===== src/rtl/tcc_defines.svh =====
`ifndef TCC_DEFINES_SVH
`define TCC_DEFINES_SVH

// ************************************************************
// register offsets
// ************************************************************
`define TCC_ADDR_PORT_DIR   16'hff27
`define TCC_ADDR_MODE_CTRL  16'hff60
`define TCC_ADDR_PRESCALE   16'hff61
`define TCC_ADDR_CC_CTRL    16'hff62
`define TCC_ADDR_OUT_CTRL   16'hff63

// ************************************************************
// reset values
// ************************************************************
`define TCC_RST_PORT_DIR    8'hff
`define TCC_RST_MODE_CTRL   8'h00
`define TCC_RST_PRESCALE    8'h00
`define TCC_RST_CC_CTRL     8'h00
`define TCC_RST_OUT_CTRL    8'h00

// ************************************************************
// field positions
// ************************************************************
`define TCC_MODE_WRAP_BIT   0
`define TCC_MODE_OTIM_BIT   1
`define TCC_MODE_RUN_LSB    2
`define TCC_MODE_RUN_MSB    3
`define TCC_CC_ACAP_BIT     0
`define TCC_CC_ATRIG_BIT    1
`define TCC_CC_BCAP_BIT     2
`define TCC_OC_OE_BIT       0
`define TCC_OC_TOGA_BIT     1
`define TCC_OC_FLOW_BIT     2
`define TCC_OC_FHIGH_BIT    3
`define TCC_OC_TOGB_BIT     4
`define TCC_OC_ONESHOT_SW_TRIGGER_BIT     5
`define TCC_PR_CLK_LSB      0
`define TCC_PR_CLK_MSB      1
`define TCC_PR_EA_LSB       4
`define TCC_PR_EA_MSB       5
`define TCC_PR_EB_LSB       6
`define TCC_PR_EB_MSB       7
`define TCC_PD_BITS_MSB     1

// ************************************************************
// count clock dividers and counter limits
// ************************************************************
`define TCC_DIV2_MASK       7'h01
`define TCC_DIV16_MASK      7'h0f
`define TCC_DIV128_MASK     7'h7f
`define TCC_CNT_MAX         16'hffff
`define TCC_CNT_ZERO        16'h0000

`endif


===== src/rtl/tcc_pkg.sv =====
package tcc_pkg;

  typedef enum logic [1:0] {
    TCC_RUN_STOP  = 2'h0,
    TCC_RUN_FREE  = 2'h1,
    TCC_RUN_ECLR  = 2'h2,
    TCC_RUN_MCLR  = 2'h3
  } tcc_run_t;

  typedef enum logic [1:0] {
    TCC_EDGE_FALL = 2'h0,
    TCC_EDGE_RISE = 2'h1,
    TCC_EDGE_BAD  = 2'h2,
    TCC_EDGE_BOTH = 2'h3
  } tcc_edge_t;

  typedef enum logic [1:0] {
    TCC_CLK_DIV2   = 2'h0,
    TCC_CLK_DIV16  = 2'h1,
    TCC_CLK_DIV128 = 2'h2,
    TCC_CLK_EDGEA  = 2'h3
  } tcc_clk_t;

  typedef struct packed {
    logic        wr;
    logic        rd;
    logic [15:0] addr;
    logic [7:0]  wdata;
  } tcc_bus_req_t;

  typedef struct packed {
    logic        wr_a;
    logic        wr_b;
    logic [15:0] wdata;
  } tcc_cmp_wr_t;

  typedef struct packed {
    logic        sync_a1;
    logic        sync_a2;
    logic        sync_b1;
    logic        sync_b2;
    logic [6:0]  pre;
    logic [2:0]  hist_a;
    logic [2:0]  hist_b;
    logic [15:0] cnt;
    logic [15:0] cmp_a;
    logic [15:0] cmp_b;
    tcc_run_t    run_mode;
    logic        out_timing;
    logic        wrap;
    logic        b_cap;
    logic        a_trig;
    logic        a_cap;
    logic        tog_b;
    logic        tog_a;
    logic        out_en;
    tcc_edge_t   edge_b_sel;
    tcc_edge_t   edge_a_sel;
    tcc_clk_t    clk_sel;
    logic [1:0]  pin_dir;
    logic        wave;
    logic        pin_out;
    logic        pin_oe_n;
    logic        irq_a;
    logic        irq_b;
    logic [7:0]  rdata;
  } tcc_state_t;

endpackage


===== src/rtl/tcc_timer.sv =====
`timescale 1ns/1ps
`include "tcc_defines.svh"

module tcc_timer
  import tcc_pkg::*;
(
  input  wire logic         ref_clk,
  input  wire logic         reset_n,
  input  wire tcc_bus_req_t bus_req,
  output logic [7:0]        bus_rdata,
  input  wire tcc_cmp_wr_t  cmp_wr,
  input  wire logic         port_latch0,
  input  wire logic         pin0_in,
  output logic              pin0_out,
  output logic              pin0_oe_n,
  input  wire logic         edge_in_b,
  output logic [15:0]       count_value,
  output logic [15:0]       cmp_cap_a,
  output logic [15:0]       cmp_cap_b,
  output logic              match_a_irq,
  output logic              match_b_irq
);

  tcc_state_t st_ff;
  tcc_state_t nxt_st;

  // ************************************************************
  // combinational helpers
  // ************************************************************
  logic [6:0]  div_mask;
  logic        div_tick;
  logic        sample_en;
  logic [2:0]  new_ha;
  logic [2:0]  new_hb;
  logic        rise_a;
  logic        fall_a;
  logic        rise_b;
  logic        fall_b;
  logic        valid_a;
  logic        opp_a;
  logic        valid_b;
  logic        tick;
  logic        running;
  logic        hit_a;
  logic        hit_b;
  logic        cap_a;
  logic        cap_b;
  logic        flip;
  logic        wr_mode;
  logic        wr_pre;
  logic        wr_cc;
  logic        wr_oc;
  logic        wr_pd;

  always_comb begin
    // ************************************************************
    // count clock selection
    // ************************************************************
    unique case (st_ff.clk_sel)
      TCC_CLK_DIV2:   div_mask = `TCC_DIV2_MASK;
      TCC_CLK_DIV16:  div_mask = `TCC_DIV16_MASK;
      TCC_CLK_DIV128: div_mask = `TCC_DIV128_MASK;
      TCC_CLK_EDGEA:  div_mask = `TCC_DIV2_MASK;
    endcase
    div_tick  = ((st_ff.pre & div_mask) == div_mask);
    // edge A as count clock needs every cycle sampled, else edges are missed
    sample_en = (st_ff.clk_sel == TCC_CLK_EDGEA) ? 1'b1 : div_tick;

    // ************************************************************
    // edge qualification
    // ************************************************************
    // a level must be seen twice before the edge counts, filtering glitches
    new_ha = {st_ff.hist_a[1:0], st_ff.sync_a2};
    new_hb = {st_ff.hist_b[1:0], st_ff.sync_b2};
    rise_a = sample_en && (new_ha == 3'h3);
    fall_a = sample_en && (new_ha == 3'h4);
    rise_b = sample_en && (new_hb == 3'h3);
    fall_b = sample_en && (new_hb == 3'h4);

    unique case (st_ff.edge_a_sel)
      TCC_EDGE_FALL: begin
        valid_a = fall_a;
        opp_a   = rise_a;
      end
      TCC_EDGE_RISE: begin
        valid_a = rise_a;
        opp_a   = fall_a;
      end
      TCC_EDGE_BOTH: begin
        valid_a = rise_a | fall_a;
        opp_a   = 1'b0;
      end
      TCC_EDGE_BAD: begin
        valid_a = 1'b0;
        opp_a   = 1'b0;
      end
    endcase

    unique case (st_ff.edge_b_sel)
      TCC_EDGE_FALL: valid_b = fall_b;
      TCC_EDGE_RISE: valid_b = rise_b;
      TCC_EDGE_BOTH: valid_b = rise_b | fall_b;
      TCC_EDGE_BAD:  valid_b = 1'b0;
    endcase

    // ************************************************************
    // count events
    // ************************************************************
    running = (st_ff.run_mode != TCC_RUN_STOP);
    // edge A as clock must not also clear or capture: software keeps it apart
    tick    = running && ((st_ff.clk_sel == TCC_CLK_EDGEA) ? valid_a : div_tick);
    hit_a   = tick && (st_ff.cnt == st_ff.cmp_a);
    hit_b   = tick && (st_ff.cnt == st_ff.cmp_b);
    // capture in match-clear mode is left to software to avoid
    cap_b   = running && st_ff.b_cap && valid_a;
    cap_a   = running && st_ff.a_cap && (st_ff.a_trig ? opp_a : valid_b);

    // ************************************************************
    // register decode
    // ************************************************************
    wr_mode = bus_req.wr && (bus_req.addr == `TCC_ADDR_MODE_CTRL);
    wr_pre  = bus_req.wr && (bus_req.addr == `TCC_ADDR_PRESCALE);
    wr_cc   = bus_req.wr && (bus_req.addr == `TCC_ADDR_CC_CTRL);
    wr_oc   = bus_req.wr && (bus_req.addr == `TCC_ADDR_OUT_CTRL);
    wr_pd   = bus_req.wr && (bus_req.addr == `TCC_ADDR_PORT_DIR);

    nxt_st = st_ff;

    // ************************************************************
    // synchronisers and sampling
    // ************************************************************
    nxt_st.sync_a1 = pin0_in;
    nxt_st.sync_a2 = st_ff.sync_a1;
    nxt_st.sync_b1 = edge_in_b;
    nxt_st.sync_b2 = st_ff.sync_b1;
    nxt_st.pre     = st_ff.pre + 7'h01;
    if (sample_en) begin
      nxt_st.hist_a = new_ha;
      nxt_st.hist_b = new_hb;
    end

    // ************************************************************
    // counter
    // ************************************************************
    if (!running) begin
      nxt_st.cnt = `TCC_CNT_ZERO;
    end else if ((st_ff.run_mode == TCC_RUN_ECLR) && valid_a) begin
      nxt_st.cnt = `TCC_CNT_ZERO;
    end else if (tick) begin
      if ((st_ff.run_mode == TCC_RUN_MCLR) && hit_a) begin
        nxt_st.cnt = `TCC_CNT_ZERO;
      end else begin
        nxt_st.cnt = st_ff.cnt + 16'h0001;
      end
    end

    // ************************************************************
    // compare / capture registers
    // ************************************************************
    if (cmp_wr.wr_a) begin
      nxt_st.cmp_a = cmp_wr.wdata;
    end
    if (cmp_wr.wr_b) begin
      nxt_st.cmp_b = cmp_wr.wdata;
    end
    // a capture beats a simultaneous software write
    if (cap_a) begin
      nxt_st.cmp_a = st_ff.cnt;
    end
    if (cap_b) begin
      nxt_st.cmp_b = st_ff.cnt;
    end

    // ************************************************************
    // interrupt pulses
    // ************************************************************
    nxt_st.irq_a = (hit_a && !st_ff.a_cap) || cap_a;
    nxt_st.irq_b = (hit_b && !st_ff.b_cap) || cap_b;

    // ************************************************************
    // output flip-flop
    // ************************************************************
    flip = 1'b0;
    if (running) begin
      if (hit_a && !st_ff.a_cap && st_ff.tog_a) begin
        flip = ~flip;
      end
      if (hit_b && !st_ff.b_cap && st_ff.tog_b) begin
        flip = ~flip;
      end
      if (st_ff.out_timing && valid_a && (st_ff.run_mode != TCC_RUN_ECLR)) begin
        flip = ~flip;
      end
    end
    nxt_st.wave = st_ff.wave ^ flip;
    // both force bits together is illegal; software never writes it
    if (wr_oc) begin
      if (bus_req.wdata[`TCC_OC_FHIGH_BIT] && !bus_req.wdata[`TCC_OC_FLOW_BIT]) begin
        nxt_st.wave = 1'b1;
      end else if (!bus_req.wdata[`TCC_OC_FHIGH_BIT] && bus_req.wdata[`TCC_OC_FLOW_BIT]) begin
        nxt_st.wave = 1'b0;
      end
    end

    // ************************************************************
    // pin drive
    // ************************************************************
    nxt_st.pin_out  = st_ff.out_en ? st_ff.wave : port_latch0;
    nxt_st.pin_oe_n = st_ff.pin_dir[0];

    // ************************************************************
    // register writes
    // ************************************************************
    // reconfiguring while running is undefined; software stops first
    if (wr_mode) begin
      nxt_st.run_mode   = tcc_run_t'(bus_req.wdata[`TCC_MODE_RUN_MSB:`TCC_MODE_RUN_LSB]);
      nxt_st.out_timing = bus_req.wdata[`TCC_MODE_OTIM_BIT];
      nxt_st.wrap       = bus_req.wdata[`TCC_MODE_WRAP_BIT];
    end
    // hardware set wins over a clearing write in the same cycle
    if (tick && (st_ff.cnt == `TCC_CNT_MAX) && (nxt_st.cnt == `TCC_CNT_ZERO)) begin
      nxt_st.wrap = 1'b1;
    end
    if (wr_pre) begin
      nxt_st.edge_b_sel = tcc_edge_t'(bus_req.wdata[`TCC_PR_EB_MSB:`TCC_PR_EB_LSB]);
      nxt_st.edge_a_sel = tcc_edge_t'(bus_req.wdata[`TCC_PR_EA_MSB:`TCC_PR_EA_LSB]);
      nxt_st.clk_sel    = tcc_clk_t'(bus_req.wdata[`TCC_PR_CLK_MSB:`TCC_PR_CLK_LSB]);
    end
    if (wr_cc) begin
      nxt_st.b_cap  = bus_req.wdata[`TCC_CC_BCAP_BIT];
      nxt_st.a_trig = bus_req.wdata[`TCC_CC_ATRIG_BIT];
      nxt_st.a_cap  = bus_req.wdata[`TCC_CC_ACAP_BIT];
    end
    if (wr_oc) begin
      nxt_st.tog_b  = bus_req.wdata[`TCC_OC_TOGB_BIT];
      nxt_st.tog_a  = bus_req.wdata[`TCC_OC_TOGA_BIT];
      nxt_st.out_en = bus_req.wdata[`TCC_OC_OE_BIT];
    end
    if (wr_pd) begin
      nxt_st.pin_dir = bus_req.wdata[`TCC_PD_BITS_MSB:0];
    end

    // ************************************************************
    // register reads
    // ************************************************************
    nxt_st.rdata = 8'h00;
    if (bus_req.rd) begin
      unique case (bus_req.addr)
        `TCC_ADDR_MODE_CTRL: begin
          nxt_st.rdata[`TCC_MODE_RUN_MSB:`TCC_MODE_RUN_LSB] = st_ff.run_mode;
          nxt_st.rdata[`TCC_MODE_OTIM_BIT]                  = st_ff.out_timing;
          nxt_st.rdata[`TCC_MODE_WRAP_BIT]                  = st_ff.wrap;
        end
        `TCC_ADDR_PRESCALE: begin
          nxt_st.rdata[`TCC_PR_EB_MSB:`TCC_PR_EB_LSB]   = st_ff.edge_b_sel;
          nxt_st.rdata[`TCC_PR_EA_MSB:`TCC_PR_EA_LSB]   = st_ff.edge_a_sel;
          nxt_st.rdata[`TCC_PR_CLK_MSB:`TCC_PR_CLK_LSB] = st_ff.clk_sel;
        end
        `TCC_ADDR_CC_CTRL: begin
          nxt_st.rdata[`TCC_CC_BCAP_BIT]  = st_ff.b_cap;
          nxt_st.rdata[`TCC_CC_ATRIG_BIT] = st_ff.a_trig;
          nxt_st.rdata[`TCC_CC_ACAP_BIT]  = st_ff.a_cap;
        end
        `TCC_ADDR_OUT_CTRL: begin
          // force and one-shot strobes are never stored, so they read zero
          nxt_st.rdata[`TCC_OC_TOGB_BIT] = st_ff.tog_b;
          nxt_st.rdata[`TCC_OC_TOGA_BIT] = st_ff.tog_a;
          nxt_st.rdata[`TCC_OC_OE_BIT]   = st_ff.out_en;
        end
        `TCC_ADDR_PORT_DIR: begin
          nxt_st.rdata = {6'h3f, st_ff.pin_dir};
        end
        default: begin
          nxt_st.rdata = 8'h00;
        end
      endcase
    end
  end

  // ************************************************************
  // state register
  // ************************************************************
  always_ff @(posedge ref_clk or negedge reset_n) begin
    if (!reset_n) begin
      st_ff            <= '0;
      st_ff.run_mode   <= tcc_run_t'(2'(`TCC_RST_MODE_CTRL >> `TCC_MODE_RUN_LSB));
      st_ff.out_timing <= 1'(`TCC_RST_MODE_CTRL >> `TCC_MODE_OTIM_BIT);
      st_ff.wrap       <= 1'(`TCC_RST_MODE_CTRL >> `TCC_MODE_WRAP_BIT);
      st_ff.edge_b_sel <= tcc_edge_t'(2'(`TCC_RST_PRESCALE >> `TCC_PR_EB_LSB));
      st_ff.edge_a_sel <= tcc_edge_t'(2'(`TCC_RST_PRESCALE >> `TCC_PR_EA_LSB));
      st_ff.clk_sel    <= tcc_clk_t'(2'(`TCC_RST_PRESCALE >> `TCC_PR_CLK_LSB));
      st_ff.b_cap      <= 1'(`TCC_RST_CC_CTRL >> `TCC_CC_BCAP_BIT);
      st_ff.a_trig     <= 1'(`TCC_RST_CC_CTRL >> `TCC_CC_ATRIG_BIT);
      st_ff.a_cap      <= 1'(`TCC_RST_CC_CTRL >> `TCC_CC_ACAP_BIT);
      st_ff.tog_b      <= 1'(`TCC_RST_OUT_CTRL >> `TCC_OC_TOGB_BIT);
      st_ff.tog_a      <= 1'(`TCC_RST_OUT_CTRL >> `TCC_OC_TOGA_BIT);
      st_ff.out_en     <= 1'(`TCC_RST_OUT_CTRL >> `TCC_OC_OE_BIT);
      st_ff.pin_dir    <= 2'(`TCC_RST_PORT_DIR);
      // pin stays released until software claims it as an output
      st_ff.pin_oe_n   <= 1'(`TCC_RST_PORT_DIR);
    end else begin
      st_ff <= nxt_st;
    end
  end

  // ************************************************************
  // outputs
  // ************************************************************
  assign bus_rdata   = st_ff.rdata;
  assign pin0_out    = st_ff.pin_out;
  assign pin0_oe_n   = st_ff.pin_oe_n;
  assign count_value = st_ff.cnt;
  assign cmp_cap_a   = st_ff.cmp_a;
  assign cmp_cap_b   = st_ff.cmp_b;
  assign match_a_irq = st_ff.irq_a;
  assign match_b_irq = st_ff.irq_b;

endmodule


===== config.mk =====
export PLATFORM = sky130hd
export DESIGN_NAME = tcc_timer
export DESIGN_NICKNAME = d
export VERILOG_FILES = /design/src/rtl/tcc_pkg.sv /design/src/rtl/tcc_timer.sv
export VERILOG_INCLUDE_DIRS = /design/src /design/src/rtl
export SDC_FILE = /design/constraint.sdc
export NUM_CORES = 1
export LEC_CHECK = 0
export ABC_AREA = 1
export BUFFER_PORTS_ARGS = -buffer_cell sky130_fd_sc_hd__buf_2
export CORE_ASPECT_RATIO = 1.4
export CORE_MARGIN = 2
export CORE_UTILIZATION = 40
export DETAILED_ROUTE_END_ITERATION = 10
export HOLD_SLACK_MARGIN = 0.08
export PLACE_DENSITY = 0.59
export SLEW_MARGIN = 20
export SYNTH_ARGS = -nofsm -noshare
export SYNTH_HDL_FRONTEND = slang
export SYNTH_SLANG_ARGS = --single-unit

===== constraint.sdc =====
create_clock -name ref_clk -period 2.3 [get_ports ref_clk]
set_input_delay 0.23 -clock ref_clk [delete_from_list [all_inputs] [get_ports ref_clk]]
set_output_delay 0.23 -clock ref_clk [all_outputs]
set_load 0.05 [all_outputs]

### Word-level counts from Yosys, hierarchy flattened

Index checks and enable logic that the tools add are counted.

| cells by class | value |
|---|---|
| add/sub/neg operators | 2 |
| equal/unequal tests | 25 |
| mux-type cells | 33 |
| bitwise logic cells | 6 |
| reduce and logical (&&, ||, !) cells | 44 |

Operator list:

| kind | count |
|---|---|
| 16-bit 2-to-1 mux | 8 |
| 16-bit == test, second input constant | 6 |
| 16-bit == test | 2 |
| 1-bit logical AND | 28 |
| 7-bit one-hot mux with 3 select lines | 1 |
| 16-bit by 1-bit adder with 16-bit output, second input constant | 1 |
| 2-bit == test, second input constant | 8 |
| 16-bit logical NOT | 1 |
| 1-bit 2-to-1 mux | 15 |
| 2-bit one-hot mux with 5 select lines | 1 |
| 1-bit one-hot mux with 3 select lines | 3 |
| 8-bit 2-to-1 mux | 1 |
| 1-bit one-hot mux with 4 select lines | 2 |
| 2-bit nonzero test | 4 |
| 7-bit by 1-bit adder with 7-bit output, second input constant | 1 |
| 7-bit AND | 1 |
| 7-bit == test | 1 |
| 2-bit by 1-bit == test with 1-bit output, second input constant | 3 |
| 3-bit by 2-bit == test with 1-bit output, second input constant | 2 |
| 3-bit == test, second input constant | 2 |
| 2-bit logical NOT | 3 |
| 3-bit one-hot mux with 2 select lines | 1 |
| 1-bit logical NOT | 4 |
| 2-bit OR reduction | 2 |
| other kinds (6) | 9 |

| storage, ports and cells | value |
|---|---|
| bits in registers | 94 |
| input port bits | 49 |
| output and inout port bits | 60 |
| logic and storage cells | 139 |

### Depth between registers and ports, before layout

| depth | value |
|---|---|
| word-level depth | 26 |
| mapped depth | 17 |
| mapped depth without buffers | 17 |

### Least setup slack after synthesis

OpenSTA, ideal clock, no wires.

| timing path | value |
|---|---|
| path kind | register to register |
| start | register st_ff[15] (netlist name) |
| end | register st_ff, in the netlist cmp_cap_a[4] |
| setup time | 81 ps |
| arrival time | 1,974 ps |
| data required time | 2,219 ps |
| setup slack | 245 ps |
| stages on the path, launching flop included | 18 |
| path buffers | 1 |
| period minus slack after synthesis | 2,055 ps |
| cells stage by stage | dfrtp_1 > inv_1 > ha_1 > nand2_1 > o21ai_2 > nand2_2 > nand2_4 > inv_4 > nor2_2 > o211ai_1 > nand3_2 > nand3_4 > inv_4 > or2_1 > buf_6 > inv_6 > nand2_2 > o211ai_2 |

| between the ends | value |
|---|---|
| longest elaborated chain between the ends | 12 |
| elaborated cells between the ends (all ways) | 20 |
| classes of those cells | eq/ne: 4; mux: 6; bitwise: 2; reduce/logical: 8 |

RTL lines:

| element | line | text |
|---|---|---|
| from (decl) | tcc_timer.sv:24 | `tcc_state_t st_ff;` |
| from (signal assigned) | tcc_timer.sv:302 | `st_ff <= nxt_st;` |
| 2-bit == test or 2-bit logical NOT (tied branches) | tcc_timer.sv:59, tcc_timer.sv:67 |  |
| 2-bit OR reduction (no line) | - |  |
| 7-bit one-hot mux with 3 select lines | tcc_timer.sv:59 | `unique case (st_ff.clk_sel)` |
| 7-bit AND | tcc_timer.sv:65 | `div_tick = ((st_ff.pre & div_mask) == div_mask);` |
| 7-bit == test | tcc_timer.sv:65 |  |
| 1-bit 2-to-1 mux (*) | tcc_timer.sv:67 | `sample_en = (st_ff.clk_sel == TCC_CLK_EDGEA) ? 1'b1 : div_tick;` |
| 1-bit logical AND, on equally long branches | tcc_timer.sv:77, tcc_timer.sv:78 |  |
| 1-bit OR | tcc_timer.sv:102 | `TCC_EDGE_BOTH: valid_b = rise_b \| fall_b;` |
| 1-bit one-hot mux with 4 select lines | tcc_timer.sv:99 | `unique case (st_ff.edge_b_sel)` |
| 1-bit 2-to-1 mux (*) | tcc_timer.sv:116 | `cap_a = running && st_ff.a_cap && (st_ff.a_trig ? opp_a : valid_b);` |
| 1-bit logical AND (*) | tcc_timer.sv:116 |  |
| 16-bit 2-to-1 mux or 2-bit nonzero test (tied branches) | - |  |

Every way passes the cells marked *; elsewhere a longest branch is shown, timed or not. The select of a mux whose other input is x is not followed.
A chain may end at the register's enable or synchronous reset.

==> out/qor.csv <==
metric;value;unit
period_share;95.4;%
synth_top_family_by_area;simple AND/OR/NAND/NOR gates;
die_area;14500;sq um
synthXorXnorAreaFrac;3.07;%
hp-class;in2reg;
initial_core_util;40.7;%
hold_viol;0;
syn_area;5420;sq um
drt_iter0_drc;216;
cts_tree;done;
portBuffers;108;
maxCapViolations;0;
ant_nets;0;
setup_slack;105;ps
antenna_found_initial;0;
cts-buffers-inserted;9;
min_period;2190;ps
grt-ovfl-total;0;
critPathCapture;count_value[8];
synth.most_common_cell;nand2_1;
r2r_cells;12;
crit_arrival;2440;ps
clock-sinks;94;
status;finished clean;
io-pin-count;109;
viasPerCell;5.18;
finalPower;0.00384;W
synth_common_cells;nand2_1 (124), dfrtp_1 (91), inv_1 (80), nand3_1 (63), buf_4 (56);
startpoint_type;flip-flop;
async_flop_share;100;%
maxSlewViolCount;0;
setup_viol;0;
cts_max_path_buffers;2;
ys.flop_type;dfrtp_1;
preCtsSetupSlack;-79.4;ps
dpl_cell_area;5890;sq um
yosys_register_bits;94;
route.detailed.drc;0;
design_area;6420;sq um
synth-compound-area-share;11.7;%
wl_per_cell;16.5;um
nets;792;
htreeDepth;3;
clk_pin_slew;70;ps
p_leak;3.09;nW
rows;50;
num_antenna_cells;0;
yosys.area_share.simple;25.3;%
syn_avg_cell_area;8.31;sq um
dr_total_vias;4795;
layout-drive-gt1-share;29.7;%
firstDrtPassIters;5;
syn-num-nets;705;
drt-total-wl;15300;um
worst_pin_slew;464;ps
dp_hpwl;11700;um
grt_max_degree;46;
r2r_slack;110;ps
area_growth;18.5;%
grt_pass1_vias;4727;
crit_type;reg2reg;
synth_enable_flop_cells;0;
path_max_fanout;8;
max-vdd-ir-drop;0.000422;V
powerDensity;597;nW/um^2
gp_congestion;0.946;
grtUsageTotal;21.4;%
r2r_start;st_ff[16];
yosysUniqueCellTypes;46;
crit_required;2550;ps
max_freq;456;MHz
core;13300;sq um
yosysTopAreaCellShare;42.0;%
crit_start;st_ff[16];
skew;13.7;ps
muxShareOfSynthArea;0.623;%
synth_top_cell_by_area;dfrtp_1;
seq_area_frac_synth;43.5;%
yosys_warnings;0;
fp.dieH;142;um
r2r_end;count_value[8];
clockRootBuffer;clkbuf_16;
finalNonFillerCells;926;
syn_inst;652;
synth_adder_area_share;0.923;%
dpl.cell_count;895;
synthTopCellsByArea;dfrtp_1 (42%), nand2_1 (8.6%), buf_4 (7.8%), nand3_1 (5.8%), inv_1 (5.5%);
die_w;102;um
endpoint_kind;flip-flop;
clk_latency;350;ps
slew-limit-headroom;68.8;%
grt_first_pass_wirelength;23900;um
final_util;48.2;%
kinds of logic (layout without fill, tap and decap cells):
family                   Yosys count  in the layout
AO/OA/AOI/OAI                     87             87
XOR/XNOR                          19             19
adder cells (fa/ha/maj)            4              4
buffers and inverters            153            244
flip-flops                        94             94
multiplexers                       3              3
AND/OR/NAND/NOR                  292            293
worst max-delay path, cell delays in order, from the launching register on:
cell      delay, ps
dfrtp_1         420
buf_4           150
ha_1            210
inv_1           150
nand2_4         120
nand3_4         100
nand3_4         110
nand2_4         150
inv_4            70
nand4_1         130
nand2_4         120
buf_4           170
a221oi_1        200
per-layer routing:
layer / vias to the layer above / wire length (um) / track usage, %
li1: 2288 / - / -
met1: 2270 / 5780 / 24.5
met5: - / 0 / 0
met2: 193 / 8000 / 38.5
met3: 44 / 835 / 3.40
met4: 0 / 661 / 9.89
worst min path at each step:
stage | start | to | slack [ps] | cells after the start
floorplan | reset_n | bus_rdata[0] | -70 | 0
global placement | reset_n | cmp_cap_b[12] | 160 | 1
detailed placement | reset_n | cmp_cap_b[12] | 160 | 1
CTS | bus_req[0] | st_ff[21] | 100 | 3
global route | bus_req[7] | st_ff[20] | 120 | 2
finish | bus_req[0] | st_ff[21] | 110 | 3
what timing repair did:
item | CTS | global route
cloned | 0 | 1
hold buffers | 3 | 0
hold endpoints to repair | 24 | 0
pin swaps | 0 | 9
setup endpoints to repair | 16 | 18
gates resized for setup | 2 | 24
setup buffers | 0 | 11
sequential cells by signal, summed over array words and instances, names as in the netlist, 3 cells and up:
signal       count
st_ff           25
cmp_cap_a       16
cmp_cap_b       16
count_value     16
bus_rdata        8
new_ha           3
new_hb           3
nxt_st           3
metrics by stage:
step / TNS [ps] / hold WS (ps)
finish: 0 / 106
global route: -8.21 / 117
CTS: -3.65 / 102
detailed placement: -335 / 156
global placement: 0 / 158
floorplan: 0 / -65.6
final cells by class:
cell class | instances | area (sq um)
Timing Repair Buffer | 144 | 837
Inverter | 84 | 330
Multi-Input combinational cell | 406 | 2370
Clock inverter | 6 | 71.3
Sequential cell | 94 | 2360
Fill cell | 1309 | 6900
Clock buffer | 10 | 229
Tap cell | 182 | 228
where the power goes:
| group | internal (W) | switching [W] | total (W) |
|---|---|---|---|
| logic | 0.000161 | 0.000387 | 0.000548 |
| clock network | 0.000851 | 0.000671 | 0.00152 |
| registers | 0.00171 | 0.0000546 | 0.00177 |
| total | 0.00272 | 0.00111 | 0.00384 |
cell usage in the layout (no fill, tap or decap), types with 3 or more instances in the layout:
| master | netlist | routed |
|---|---|---|
| clkbuf_16 | 0 | 9 |
| inv_1 | 80 | 80 |
| o211ai_2 | 10 | 10 |
| o21ai_0 | 23 | 23 |
| dfrtp_2 | 0 | 3 |
| nand3_4 | 1 | 4 |
| dlygate4sd3_1 | 0 | 3 |
| nor2_4 | 1 | 3 |
| nand2_2 | 11 | 13 |
| mux2_2 | 3 | 3 |
| o211ai_1 | 10 | 10 |
| nor2_1 | 47 | 42 |
| inv_6 | 1 | 3 |
| o22ai_1 | 4 | 4 |
| nor3_1 | 10 | 10 |
| buf_4 | 56 | 32 |
| buf_2 | 4 | 107 |
| a211oi_1 | 3 | 3 |
| nand4_1 | 15 | 15 |
| dfstp_2 | 3 | 3 |
| nand2_1 | 124 | 122 |
| a31oi_1 | 4 | 4 |
| dfrtp_1 | 91 | 88 |
| a21oi_1 | 10 | 10 |
| nand2_4 | 2 | 3 |
| nor2_2 | 2 | 5 |
| nand3_1 | 63 | 63 |
| xnor2_1 | 10 | 10 |
| ha_1 | 4 | 3 |
| nor3b_1 | 3 | 3 |
| o221ai_1 | 14 | 14 |
| xor2_1 | 9 | 8 |
(Power assumes the default switching activity.)
